[config.mk]
export PLATFORM = sky130hd
export DESIGN_NAME = apo_top
export DESIGN_NICKNAME = d
export VERILOG_FILES = /design/src/apo_pkg.sv /design/src/apo_cfg_if.sv /design/src/apo_top.sv /design/src/apo_cfg_mem.sv /design/src/apo_pulse_gen.sv
export SDC_FILE = /design/constraint.sdc
export NUM_CORES = 2
export LEC_CHECK = 0
export ABC_AREA = 1
export BUFFER_PORTS_ARGS = -buffer_cell sky130_fd_sc_hd__buf_2
export CAP_MARGIN = 20
export CORE_MARGIN = 5
export CORE_UTILIZATION = 25
export DETAILED_ROUTE_END_ITERATION = 10
export PLACE_DENSITY_LB_ADDON = 0.12
export SYNTH_ARGS = -nofsm -noshare
export SYNTH_HDL_FRONTEND = slang
export SYNTH_SLANG_ARGS = --single-unit
[constraint.sdc]
create_clock -name clock -period 9.6 [get_ports clock]
set_clock_uncertainty 0.1 [all_clocks]
set_input_delay 0 -clock clock [delete_from_list [all_inputs] [get_ports clock]]
set_output_delay 0 -clock clock [all_outputs]
set_load 0.1 [all_outputs]
[src/apo_pkg.sv]
/*
 * Shared constants of the alarm and pulse output block: register map,
 * field positions, reset values, timing counts and the relay signal shapes.
 * Assumes a 100 MHz clock and a byte-addressed register port.
 */
package apo_pkg;
	localparam int CLK_PERIOD_NS = 10;
	localparam int MS_NS = 1000000;
	localparam int MS_CYCLES = MS_NS / CLK_PERIOD_NS;
	localparam logic [15:0] MIN_PULSE_MS = 16'h000a;
	localparam logic [15:0] BLINK_MS = 16'h01f4;
	localparam int N_ALARMS = 32;
	localparam int N_GROUPS = 4;
	localparam int N_QTY = 16;
	localparam int QW = 16;

	localparam logic [7:0] REG_CTRL = 8'h00;
	localparam logic [7:0] REG_STATE = 8'h04;
	localparam logic [7:0] REG_INT_STATUS = 8'h08;
	localparam logic [7:0] REG_INT_ENABLE = 8'h0c;
	localparam logic [7:0] REG_INT_CLEAR = 8'h10;
	localparam logic [7:0] REG_LATCH_CLEAR = 8'h14;
	localparam logic [7:0] REG_PULSE_COUNT = 8'h18;
	localparam logic [7:0] REG_ENERGY_PULSE = 8'h1c;
	localparam logic [7:0] REG_ALARM_INDEX = 8'h20;
	localparam logic [7:0] REG_ALARM_CFG = 8'h24;
	localparam logic [7:0] REG_ALARM_ACTIVE = 8'h28;
	localparam logic [7:0] REG_RELAY_BASE = 8'h40;
	localparam logic [7:0] REG_GROUP_BASE = 8'h50;
	localparam logic [7:0] REG_TCONST_BASE = 8'h60;

	localparam int CTRL_WD_TEST = 0;
	localparam int CTRL_ROUTE_LSB = 1;
	localparam int RELAY_SHAPE_LSB = 0;
	localparam int RELAY_PERM_ON = 3;
	localparam int LEN_LSB = 16;
	localparam int EP_CNT_LSB = 0;
	localparam int EP_TARIFF_LSB = 2;
	localparam int EP_PPU_LSB = 8;
	localparam int AC_QTY_LSB = 0;
	localparam int AC_MD = 4;
	localparam int AC_ABOVE = 5;
	localparam int AC_VISUAL = 6;
	localparam int AC_AUDIBLE = 7;
	localparam int AC_THR_LSB = 16;
	localparam int INT_GROUP_LSB = 0;
	localparam int INT_LATCH_LSB = 4;
	localparam int INT_PULSE_IN = 8;
	localparam int INT_WD_OPEN = 9;
	localparam int INT_W = 10;

	localparam logic [31:0] RELAY_RESET = 32'h0000_0000;
	localparam logic [31:0] ENERGY_RESET = 32'h000a_0100;

	typedef enum logic [2:0] {
		APO_NORMAL = 3'h0,
		APO_INVERSE = 3'h1,
		APO_LATCHED = 3'h3,
		APO_PULSE = 3'h2,
		APO_PERMANENT = 3'h6
	} apo_shape_type;

	typedef enum logic [1:0] {
		APO_IDLE = 2'h0,
		APO_HIGH = 2'h1,
		APO_GAP = 2'h3
	} apo_pulse_state_type;
endpackage : apo_pkg

[src/apo_cfg_if.sv]
/*
 * Write and read port of the alarm configuration store.
 * Assumes one clock shared by both ends.
 */
`timescale 1ns/1ps
`default_nettype none
interface apo_cfg_if #(parameter int W = 32, parameter int AW = 5);
	logic we;
	logic [AW-1:0] waddr;
	logic [W-1:0] wdata;
	logic [AW-1:0] raddr;
	logic [W-1:0] rdata;
	modport user (output we, output waddr, output wdata, output raddr, input rdata);
	modport store (input we, input waddr, input wdata, input raddr, output rdata);
endinterface : apo_cfg_if
`default_nettype wire

[src/apo_top.sv]
/*
 * Alarm evaluation and relay output control: 32 alarms in 4 groups,
 * one relay per group with selectable signal shape, energy pulse output,
 * tariff decode, pulse input counter, watchdog relay, LED and beeper.
 * Assumes all inputs are synchronous to clock and quantities are fresh
 * values that change slower than one full alarm scan (32 cycles).
 */
// Implementation choices: the register offsets and the address-and-strobe port.
`timescale 1ns/1ps
`default_nettype none
// Operation
// - Normal shape keeps the relay closed while the condition is unmet and opens it once met.
// - Inverse shape keeps the relay open while the condition is unmet and closes it once met.
// - Latched shape closes the relay on the condition and holds it until a software reset.
// - Pulse shape sends one pulse of the set length each time the condition becomes met; a rise during a pulse or its gap sends none.
// - Permanent shape holds the relay on or off as set, ignoring the condition.
// - The permanent on/off bit is writable by software for remote output control.
// - Relay pulse lengths below 10 ms are clamped up to 10 ms.
// - There are 32 alarms, alarm n belonging to group n/8 of 4 groups.
// - Each group holds a thermal time constant, an activation delay and a hysteresis.
// - Each alarm holds its quantity, instantaneous or demand choice, condition and threshold.
// - The energy pulse output gives the set pulses per unit of one counter, only in its tariff.
// - The two tariff inputs decode to one of four active tariffs.
// - The pulse input counts external pulses and is routed to one of four energy counters.
// - The watchdog relay is closed normally and opens on fault, supply loss or test.
// - The red LED blinks while any visual alarm is active.
// - The beeper sounds while an audible alarm is active until any key is pressed.
module apo_top
	import apo_pkg::*;
#(
	parameter int TICK_CYCLES = MS_CYCLES
) (
	input wire logic clock,
	input wire logic rstn,
	input wire logic [7:0] addr,
	input wire logic [31:0] wdata,
	input wire logic wr,
	input wire logic rd,
	output logic [31:0] rdata,
	input wire logic [N_QTY*QW-1:0] meas_value,
	input wire logic [N_QTY*QW-1:0] max_demand_value,
	input wire logic [3:0] energy_unit,
	input wire logic [1:0] tariff_in,
	input wire logic pulse_in,
	input wire logic fault,
	input wire logic supply_ok,
	input wire logic key_press,
	output logic [N_GROUPS-1:0] relay_closed,
	output logic energy_pulse,
	output logic [3:0] tariff_active,
	output logic [3:0] pulse_to_counter,
	output logic watchdog_closed,
	output logic led_red,
	output logic beeper,
	output logic [N_GROUPS*QW-1:0] group_time_const,
	output logic irq
);
	logic [31:0] ctrl;
	logic [31:0] relay_cfg [N_GROUPS];
	logic [31:0] group_cfg [N_GROUPS];
	logic [QW-1:0] tconst [N_GROUPS];
	logic [31:0] energy_cfg;
	logic [4:0] alarm_index;
	logic [31:0] pulse_count;
	logic [INT_W-1:0] int_status;
	logic [INT_W-1:0] int_enable;
	logic [N_ALARMS-1:0] alarm_active;
	logic [N_ALARMS-1:0] visual_flag;
	logic [N_ALARMS-1:0] audible_flag;
	logic [4:0] scan;
	logic [4:0] scan_d;
	logic scan_valid;
	logic [31:0] tick_cnt;
	logic tick;
	logic [N_GROUPS-1:0] group_active;
	logic [N_GROUPS-1:0] group_rise;
	logic [N_GROUPS-1:0] latched;
	logic [N_GROUPS-1:0] latch_set;
	logic [N_GROUPS-1:0] relay_pulse;
	logic [N_GROUPS-1:0] next_relay;
	logic pulse_in_d;
	logic pulse_edge;
	logic [15:0] ep_pending;
	logic ep_trig;
	logic ep_busy;
	logic silenced;
	logic blink;
	logic [15:0] blink_cnt;
	logic wd_prev;
	logic [INT_W-1:0] int_events;

	function automatic logic [QW-1:0] pick(input logic [N_QTY*QW-1:0] vec, input logic [3:0] sel);
		pick = vec[sel*QW +: QW];
	endfunction : pick

	function automatic logic [15:0] clamp_len(input logic [15:0] len);
		clamp_len = (len < MIN_PULSE_MS) ? MIN_PULSE_MS : len;
	endfunction : clamp_len

	function automatic logic hit(input logic [7:0] a, input logic [7:0] base, input int i);
		hit = (a == base + 8'(4 * i));
	endfunction : hit

	apo_cfg_if #(.W(32), .AW(5)) cfg_port ();

	apo_cfg_mem #(.W(32), .D(N_ALARMS)) u_cfg_mem (
		.clock(clock),
		.port(cfg_port.store)
	);

	// Alarm configuration words are written through the index register
	assign cfg_port.we = wr && addr == REG_ALARM_CFG;
	assign cfg_port.waddr = alarm_index;
	assign cfg_port.wdata = wdata;
	assign cfg_port.raddr = scan;

	always_ff @(posedge clock or negedge rstn) begin
		if (!rstn) begin
			tick_cnt <= 32'h0000_0000;
			tick <= 1'b0;
		end else begin
			tick <= (tick_cnt == 32'(TICK_CYCLES - 1));
			tick_cnt <= (tick_cnt == 32'(TICK_CYCLES - 1)) ? 32'h0000_0000 : tick_cnt + 32'h1;
		end
	end

	// Register writes; each configuration concern is a plain store
	always_ff @(posedge clock or negedge rstn) begin
		if (!rstn) begin
			ctrl <= 32'h0000_0000;
			energy_cfg <= ENERGY_RESET;
			alarm_index <= 5'h00;
			int_enable <= '0;
			for (int i = 0; i < N_GROUPS; i++) begin
				relay_cfg[i] <= RELAY_RESET;
				group_cfg[i] <= 32'h0000_0000;
				tconst[i] <= 16'h0000;
			end
		end else if (wr) begin
			if (addr == REG_CTRL) begin
				ctrl <= wdata;
			end
			if (addr == REG_ENERGY_PULSE) begin
				energy_cfg <= wdata;
			end
			if (addr == REG_ALARM_INDEX) begin
				alarm_index <= wdata[4:0];
			end
			if (addr == REG_INT_ENABLE) begin
				int_enable <= wdata[INT_W-1:0];
			end
			for (int i = 0; i < N_GROUPS; i++) begin
				if (hit(addr, REG_RELAY_BASE, i)) begin
					relay_cfg[i] <= wdata;
				end
				if (hit(addr, REG_GROUP_BASE, i)) begin
					group_cfg[i] <= wdata;
				end
				if (hit(addr, REG_TCONST_BASE, i)) begin
					tconst[i] <= wdata[QW-1:0];
				end
			end
		end
	end

	// Scan one alarm per cycle; the store answers one cycle after the address
	always_ff @(posedge clock or negedge rstn) begin
		if (!rstn) begin
			scan <= 5'h00;
			scan_d <= 5'h00;
			scan_valid <= 1'b0;
		end else begin
			scan <= scan + 5'h01;
			scan_d <= scan;
			scan_valid <= !cfg_port.we || cfg_port.waddr != scan;
		end
	end

	// Hysteresis applies only on the way out, so a noisy quantity cannot chatter
	always_ff @(posedge clock or negedge rstn) begin
		logic [31:0] c;
		logic [QW:0] q;
		logic [QW:0] thr;
		logic [QW:0] hy;
		logic met;
		if (!rstn) begin
			alarm_active <= '0;
			visual_flag <= '0;
			audible_flag <= '0;
		end else if (scan_valid) begin
			c = cfg_port.rdata;
			q = {1'b0, c[AC_MD] ? pick(max_demand_value, c[AC_QTY_LSB +: 4])
				: pick(meas_value, c[AC_QTY_LSB +: 4])};
			thr = {1'b0, c[AC_THR_LSB +: QW]};
			hy = {1'b0, group_cfg[scan_d[4:3]][LEN_LSB +: QW]};
			if (c[AC_ABOVE]) begin
				met = alarm_active[scan_d] ? (q + hy > thr) : (q > thr);
			end else begin
				met = alarm_active[scan_d] ? (q < thr + hy) : (q < thr);
			end
			alarm_active[scan_d] <= met;
			visual_flag[scan_d] <= c[AC_VISUAL];
			audible_flag[scan_d] <= c[AC_AUDIBLE];
		end
	end

	generate
		for (genvar g = 0; g < N_GROUPS; g++) begin : gen_group
			logic [15:0] dly_cnt;
			logic raw;
			logic act_d;
			apo_shape_type shape;
			assign raw = |alarm_active[g*8 +: 8];
			assign shape = apo_shape_type'(relay_cfg[g][RELAY_SHAPE_LSB +: 3]);
			assign group_time_const[g*QW +: QW] = tconst[g];

			always_ff @(posedge clock or negedge rstn) begin
				if (!rstn) begin
					dly_cnt <= 16'h0000;
					group_active[g] <= 1'b0;
				end else if (!raw) begin
					dly_cnt <= 16'h0000;
					group_active[g] <= 1'b0;
				end else if (dly_cnt >= group_cfg[g][15:0]) begin
					group_active[g] <= 1'b1;
				end else if (tick) begin
					dly_cnt <= dly_cnt + 16'h0001;
				end
			end

			always_ff @(posedge clock or negedge rstn) begin
				if (!rstn) begin
					act_d <= 1'b0;
					latched[g] <= 1'b0;
				end else begin
					act_d <= group_active[g];
					if (group_active[g] && shape == APO_LATCHED) begin
						latched[g] <= 1'b1;
					end else if (wr && addr == REG_LATCH_CLEAR && wdata[g]) begin
						latched[g] <= 1'b0;
					end
				end
			end
			assign group_rise[g] = group_active[g] && !act_d;
			assign latch_set[g] = group_active[g] && shape == APO_LATCHED && !latched[g];

			apo_pulse_gen u_relay_pulse (
				.clock(clock),
				.rstn(rstn),
				.tick(tick),
				.trigger(group_rise[g] && shape == APO_PULSE),
				.len(clamp_len(relay_cfg[g][LEN_LSB +: 16])),
				.busy(),
				.pulse(relay_pulse[g])
			);

			always_comb begin
				case (shape)
					APO_NORMAL: next_relay[g] = !group_active[g];
					APO_INVERSE: next_relay[g] = group_active[g];
					APO_LATCHED: next_relay[g] = latched[g] || group_active[g];
					APO_PULSE: next_relay[g] = relay_pulse[g];
					APO_PERMANENT: next_relay[g] = relay_cfg[g][RELAY_PERM_ON];
					default: next_relay[g] = 1'b0;
				endcase
			end
		end
	endgenerate

	always_ff @(posedge clock or negedge rstn) begin
		if (!rstn) begin
			relay_closed <= '0;
		end else begin
			relay_closed <= next_relay;
		end
	end

	always_ff @(posedge clock or negedge rstn) begin
		if (!rstn) begin
			tariff_active <= 4'h0;
		end else begin
			tariff_active <= 4'h1 << tariff_in;
		end
	end

	// Units arriving mid-train are queued, so a fast counter loses no pulses
	always_ff @(posedge clock or negedge rstn) begin
		logic add;
		if (!rstn) begin
			ep_pending <= 16'h0000;
			ep_trig <= 1'b0;
		end else begin
			add = energy_unit[energy_cfg[EP_CNT_LSB +: 2]]
				&& tariff_in == energy_cfg[EP_TARIFF_LSB +: 2];
			ep_trig <= !ep_busy && !ep_trig && ep_pending != 16'h0000;
			ep_pending <= ep_pending
				+ (add ? {8'h00, energy_cfg[EP_PPU_LSB +: 8]} : 16'h0000)
				- ((!ep_busy && !ep_trig && ep_pending != 16'h0000) ? 16'h0001 : 16'h0000);
		end
	end

	apo_pulse_gen u_energy_pulse (
		.clock(clock),
		.rstn(rstn),
		.tick(tick),
		.trigger(ep_trig),
		.len(clamp_len(energy_cfg[LEN_LSB +: 16])),
		.busy(ep_busy),
		.pulse(energy_pulse)
	);

	always_ff @(posedge clock or negedge rstn) begin
		if (!rstn) begin
			pulse_in_d <= 1'b0;
			pulse_count <= 32'h0000_0000;
			pulse_to_counter <= 4'h0;
		end else begin
			pulse_in_d <= pulse_in;
			if (pulse_edge) begin
				pulse_count <= pulse_count + 32'h1;
			end
			pulse_to_counter <= pulse_edge ? 4'h1 << ctrl[CTRL_ROUTE_LSB +: 2] : 4'h0;
		end
	end
	assign pulse_edge = pulse_in && !pulse_in_d;

	always_ff @(posedge clock or negedge rstn) begin
		if (!rstn) begin
			watchdog_closed <= 1'b0;
			wd_prev <= 1'b0;
		end else begin
			watchdog_closed <= !fault && supply_ok && !ctrl[CTRL_WD_TEST];
			wd_prev <= watchdog_closed;
		end
	end

	always_ff @(posedge clock or negedge rstn) begin
		if (!rstn) begin
			blink_cnt <= 16'h0000;
			blink <= 1'b0;
			led_red <= 1'b0;
		end else begin
			if (tick) begin
				blink_cnt <= (blink_cnt == BLINK_MS - 16'h0001) ? 16'h0000 : blink_cnt + 16'h0001;
				if (blink_cnt == BLINK_MS - 16'h0001) begin
					blink <= !blink;
				end
			end
			led_red <= |(alarm_active & visual_flag) && blink;
		end
	end

	// Silence lasts until no audible alarm remains, then a new one sounds again
	always_ff @(posedge clock or negedge rstn) begin
		if (!rstn) begin
			silenced <= 1'b0;
			beeper <= 1'b0;
		end else begin
			if (key_press) begin
				silenced <= 1'b1;
			end else if (!(|(alarm_active & audible_flag))) begin
				silenced <= 1'b0;
			end
			beeper <= |(alarm_active & audible_flag) && !silenced && !key_press;
		end
	end

	assign int_events = {wd_prev && !watchdog_closed, pulse_edge, latch_set, group_rise};

	always_ff @(posedge clock or negedge rstn) begin
		if (!rstn) begin
			int_status <= '0;
		end else begin
			int_status <= int_events
				| (int_status & ~((wr && addr == REG_INT_CLEAR) ? wdata[INT_W-1:0] : '0));
		end
	end
	assign irq = |(int_status & int_enable);

	always_ff @(posedge clock or negedge rstn) begin
		if (!rstn) begin
			rdata <= 32'h0000_0000;
		end else begin
			rdata <= 32'h0000_0000;
			if (rd) begin
				case (addr)
					REG_CTRL: rdata <= ctrl;
					REG_STATE: rdata <= {21'h0, tariff_in, watchdog_closed, relay_closed,
						group_active};
					REG_INT_STATUS: rdata <= {22'h0, int_status};
					REG_INT_ENABLE: rdata <= {22'h0, int_enable};
					REG_PULSE_COUNT: rdata <= pulse_count;
					REG_ENERGY_PULSE: rdata <= energy_cfg;
					REG_ALARM_INDEX: rdata <= {27'h0, alarm_index};
					REG_ALARM_ACTIVE: rdata <= alarm_active;
					default: begin
						for (int i = 0; i < N_GROUPS; i++) begin
							if (hit(addr, REG_RELAY_BASE, i)) rdata <= relay_cfg[i];
							if (hit(addr, REG_GROUP_BASE, i)) rdata <= group_cfg[i];
							if (hit(addr, REG_TCONST_BASE, i)) rdata <= {16'h0, tconst[i]};
						end
					end
				endcase
			end
		end
	end
endmodule : apo_top
`default_nettype wire

[src/apo_cfg_mem.sv]
/*
 * Configuration store for the individual alarms, one word per alarm.
 * Assumes reads are issued every cycle; data comes out one cycle later.
 */
`timescale 1ns/1ps
`default_nettype none
module apo_cfg_mem #(
	parameter int W = 32,
	parameter int D = 32
) (
	input wire logic clock,
	apo_cfg_if.store port
);
	logic [W-1:0] mem [D];

	always_ff @(posedge clock) begin
		if (port.we) begin
			mem[port.waddr] <= port.wdata;
		end
		port.rdata <= mem[port.raddr];
	end
endmodule : apo_cfg_mem
`default_nettype wire

[src/apo_pulse_gen.sv]
/*
 * One-shot pulse of a length in milliseconds, followed by a low gap of
 * the same length so that back-to-back pulses stay countable.
 * Assumes tick is a one-cycle strobe once per millisecond.
 */
`timescale 1ns/1ps
`default_nettype none
module apo_pulse_gen
	import apo_pkg::*;
(
	input wire logic clock,
	input wire logic rstn,
	input wire logic tick,
	input wire logic trigger,
	input wire logic [15:0] len,
	output logic busy,
	output logic pulse
);
	apo_pulse_state_type state;
	logic [15:0] cnt;

	// Loaded with len and ended one tick after zero, so the pulse never falls short
	always_ff @(posedge clock or negedge rstn) begin
		if (!rstn) begin
			state <= APO_IDLE;
			cnt <= 16'h0000;
		end else begin
			case (state)
				APO_IDLE: begin
					if (trigger) begin
						state <= APO_HIGH;
						cnt <= len;
					end
				end
				APO_HIGH: begin
					if (tick) begin
						if (cnt == 16'h0000) begin
							state <= APO_GAP;
							cnt <= len;
						end else begin
							cnt <= cnt - 16'h0001;
						end
					end
				end
				APO_GAP: begin
					if (tick) begin
						if (cnt == 16'h0000) begin
							state <= APO_IDLE;
						end else begin
							cnt <= cnt - 16'h0001;
						end
					end
				end
				default: begin
					state <= APO_IDLE;
				end
			endcase
		end
	end

	assign busy = (state != APO_IDLE);

	always_ff @(posedge clock or negedge rstn) begin
		if (!rstn) begin
			pulse <= 1'b0;
		end else begin
			pulse <= (state == APO_HIGH) || (state == APO_IDLE && trigger);
		end
	end
endmodule : apo_pulse_gen
`default_nettype wire

==> impl_metrics.json <==
{
  "outcome": "completed",
  "synth_area_mm2": 0.07987,
  "hold_violations": 0,
  "synth_top_area_share_pct": 28.88,
  "syn_nets": 9446,
  "power_density_mw_per_mm2": 182.1,
  "finalSetupTns_ns": 0,
  "worst_slack_ns": 2.833,
  "die_y_um": 575.2,
  "wire_per_inst_um": 24.91,
  "cts.sinks": 1628,
  "drv_cap": 0,
  "antenna_found_initial": 53,
  "final_common_cell": "nand2_1",
  "start_util_pct": 25.11,
  "viasPerCell": 4.929,
  "slew_headroom_pct": 26.90,
  "async_flop_share_pct": 51.35,
  "grt_use_total_pct": 19.81,
  "die_x_um": 575.2,
  "numCtsBuffers": 199,
  "avgSynthCellArea_um2": 9.189,
  "grt_start_max_net_pins": 204,
  "rows": 207,
  "ys_ff_latch": 1628,
  "cp.buffers_inverters": 4,
  "fillerInstances": 33670,
  "regArea_mm2": 0.04449,
  "p_total_uw": 17380,
  "rsz0062_at_grt": "no",
  "hold_slack_ns": 0.06603,
  "p_seq_share_pct": 44.9,
  "die_area_mm2": 0.3309,
  "num_io_pins": 679,
  "slew_violations": 0,
  "synth_edf_count": 768,
  "p_int_uw": 12730,
  "drt-total-wl_um": 340400,
  "cp.arrival_ns": 7.34,
  "hold_depth": 6,
  "ant_nets": 0,
  "setup_viol_count_final": 0,
  "clockRootBuffer": "clkbuf_16",
  "cp-end-kind": "register",
  "routed-via-count": 67360,
  "drt_pass1_iterations": 8,
  "yosysUniqueCellTypes": 70,
  "coreArea_mm2": 0.3181,
  "synthesis.instances": 8691,
  "place_ws_ns": 2.843,
  "initialDrtViolationCount": 6043,
  "p_sw_share_pct": 26.77,
  "max_stage_delay_ns": 0.63,
  "gp_congestion": 0.9365,
  "grt_pass1_wl_um": 489100,
  "combPwrFrac_pct": 11.6,
  "clockBufferDepth": 4,
  "crit_top_cell": "nand2_1",
  "power_frac_clock_pct": 43.4,
  "post-cts-setup-buffer-count": 0,
  "dp.final_hpwl_um": 238200,
  "grt-ovfl-total": 0,
  "htree_levels": 4,
  "min_from": "addr[2]",
  "regToRegStartpoint": "u_cfg_mem.port.rdata[4]$_DFF_P_",
  "hold_path.class": "in -> reg",
  "dpl.cell_count": 13230,
  "io_buffer_count": 678,
  "cp_slowest_cell": "inv_6",
  "fin_crit_sh_pct": 70.49,
  "cp_max_fo": 114,
  "syn_to_final_growth_pct": 19.55,
  "critical_path_class": "reg -> reg",
  "cp.required_ns": 10.17,
  "period_minus_slack_ns": 6.767,
  "start_kind": "register",
  "drive_above_1_share_pct": 13.42,
  "r2r_cells": 29,
  "insertion_delay_ns": 0.87,
  "crit_family": "simple AND/OR/NAND/NOR gates",
  "yosys_warnings": 0,
  "layoutNonFillerInstCount": 13670,
  "synth_ff_type": "dfrtp_1",
  "multi_input_area_mm2": 0.03107,
  "mostFrequentLayoutCells": "nand2_1 (1,480), o21ai_0 (1,361), nor2_1 (971), dfrtp_1 (830), edfxtp_1 (768)",
  "power_switching_uw": 4654,
  "drc": 0,
  "ir_worst_vdd_mv": 0.1393,
  "synth_area_leaders": "edfxtp_1 (29%), dfrtp_1 (26%), o21ai_0 (8.5%), nand2_1 (7.0%), nor2_1 (4.7%)",
  "fmax_ghz": 0.1478,
  "cts_tree": "yes",
  "path_clk_slew_ns": 0.06,
  "power.leakage_uw": 0.03911,
  "worstSetupPathDepth": 29,
  "synth_top_area_cell": "edfxtp_1",
  "worstMarginPinSlew_ns": 1.094,
  "holdPathEnd": "rdata[5]$_DFF_PN0_",
  "r2r_end": "alarm_active[21]$_DFFE_PN0P_",
  "grt_pass1_vias": 66070,
  "r2r_setup_slack_ns": 2.83,
  "seq_area_frac_synth_pct": 55.68,
  "finalNetCount": 10080
}
synthesized netlist by cell type, types with 10 or more instances:
master and number:
a211oi_1 11, a21oi_1 249, a221oi_1 63, a22o_1 19, a22oi_1 30, a31oi_1 30
a32oi_1 11, buf_1 14, buf_2 92, clkbuf_1 341, dfrtp_1 833, dfxtp_1 24
edfxtp_1 768, ha_1 186, inv_1 712, inv_2 15, nand2_1 1488, nand2_2 12
nand3_1 355, nand3b_1 13, nand4_1 111, nor2_1 1009, nor2_2 10, nor3_1 105
nor4_1 48, o2111ai_1 19, o211ai_1 37, o21a_1 11, o21ai_0 1364, o21ai_1 13
o221ai_1 182, o22ai_1 182, or2_2 25, xnor2_1 29, xor2_1 173
power by group through the flow:
| stage | clock network, uW | registers [uW] | logic [uW] |
|---|---|---|---|
| after floorplan | 0 | 8000 | 1160 |
| after global placement | 0 | 7940 | 2010 |
| after detailed placement | 0 | 7940 | 2010 |
| after CTS | 7770 | 7810 | 2050 |
| after global routing | 8060 | 7840 | 2270 |
| final | 7550 | 7810 | 2020 |
state kept, by name (all words and copies together), names as in the netlist, 24 cells and up:
name and count:
u_cfg_mem.mem 768, group_cfg 128, relay_cfg 116, gen_group.dly_cnt 64
gen_group.u_relay_pulse.cnt 64, group_time_const 64, alarm_active 32, audible_flag 32
ctrl 32, energy_cfg 32, pulse_count 32, rdata 32
tick_cnt 32, visual_flag 32, u_cfg_mem.port.rdata 24
worst min-delay path, cell delays in order:
cell and delay (ns):
buf_2 0.14, nand2_1 0.25, nor2_1 0.07, buf_4 0.18
a21oi_1 0.15, a21oi_1 0.12
what timing repair did:
item	CTS	global route
gates resized for setup	0	0
hold endpoints to repair	1432	0
hold buffers	68	0
layer usage:
layer,global-route usage [%],part of all wire [%]
met3,2.280,4.2
met5,0,0.014
met4,3.111,1.5
met2,32.62,47
met1,28.48,47
logic make-up (layout without fill, tap and decap cells):
kind of cell,count (synthesis),in the layout,synth area share [%]
AND/OR/NAND/NOR,3215,3215,16.90
AO/OA/AOI/OAI,2258,2258,16.31
other,0,13,0
flip-flops,1628,1628,55.68
buffers and inverters,1191,1975,5.798
multiplexers,8,8,0.1128
XOR/XNOR,202,202,2.215
adder cells (fa/ha/maj),189,189,2.989
per-stage QoR:
| step | cell area, um2 | util (%) |
|---|---|---|
| after floorplan | 79870 | - |
| after global placement | 88020 | 27.67 |
| after detailed placement | 88120 | 27.71 |
| after CTS | 95280 | 29.96 |
| after global routing | 95460 | 30.01 |
| final | 95480 | 30.02 |
final cells by class:
cell class                      count  share of cell area [%]
Clock buffer                      276                   5.877
Timing Repair Buffer              885                   5.679
Sequential cell                  1628                   46.59
Tap cell                         4180                   5.478
Antenna cell                       13                 0.03407
Clock inverter                     79                  0.8858
Multi-Input combinational cell   5872                   32.54
Inverter                          735                   2.913
worst max-delay path by stage:
stage / end / slack [ns] / from
detailed placement: alarm_active[8]$_DFFE_PN0P_ / 2.84 / u_cfg_mem.port.rdata[4]$_DFF_P_
floorplan: alarm_active[29]$_DFFE_PN0P_ / 4.95 / u_cfg_mem.port.rdata[4]$_DFF_P_
global placement: alarm_active[14]$_DFFE_PN0P_ / 2.77 / u_cfg_mem.port.rdata[4]$_DFF_P_
global route: alarm_active[24]$_DFFE_PN0P_ / 2.13 / u_cfg_mem.port.rdata[4]$_DFF_P_
finish: alarm_active[21]$_DFFE_PN0P_ / 2.83 / u_cfg_mem.port.rdata[4]$_DFF_P_
CTS: alarm_active[18]$_DFFE_PN0P_ / 2.77 / u_cfg_mem.port.rdata[4]$_DFF_P_
No activity file was read; power rests on OpenSTA's default activity.
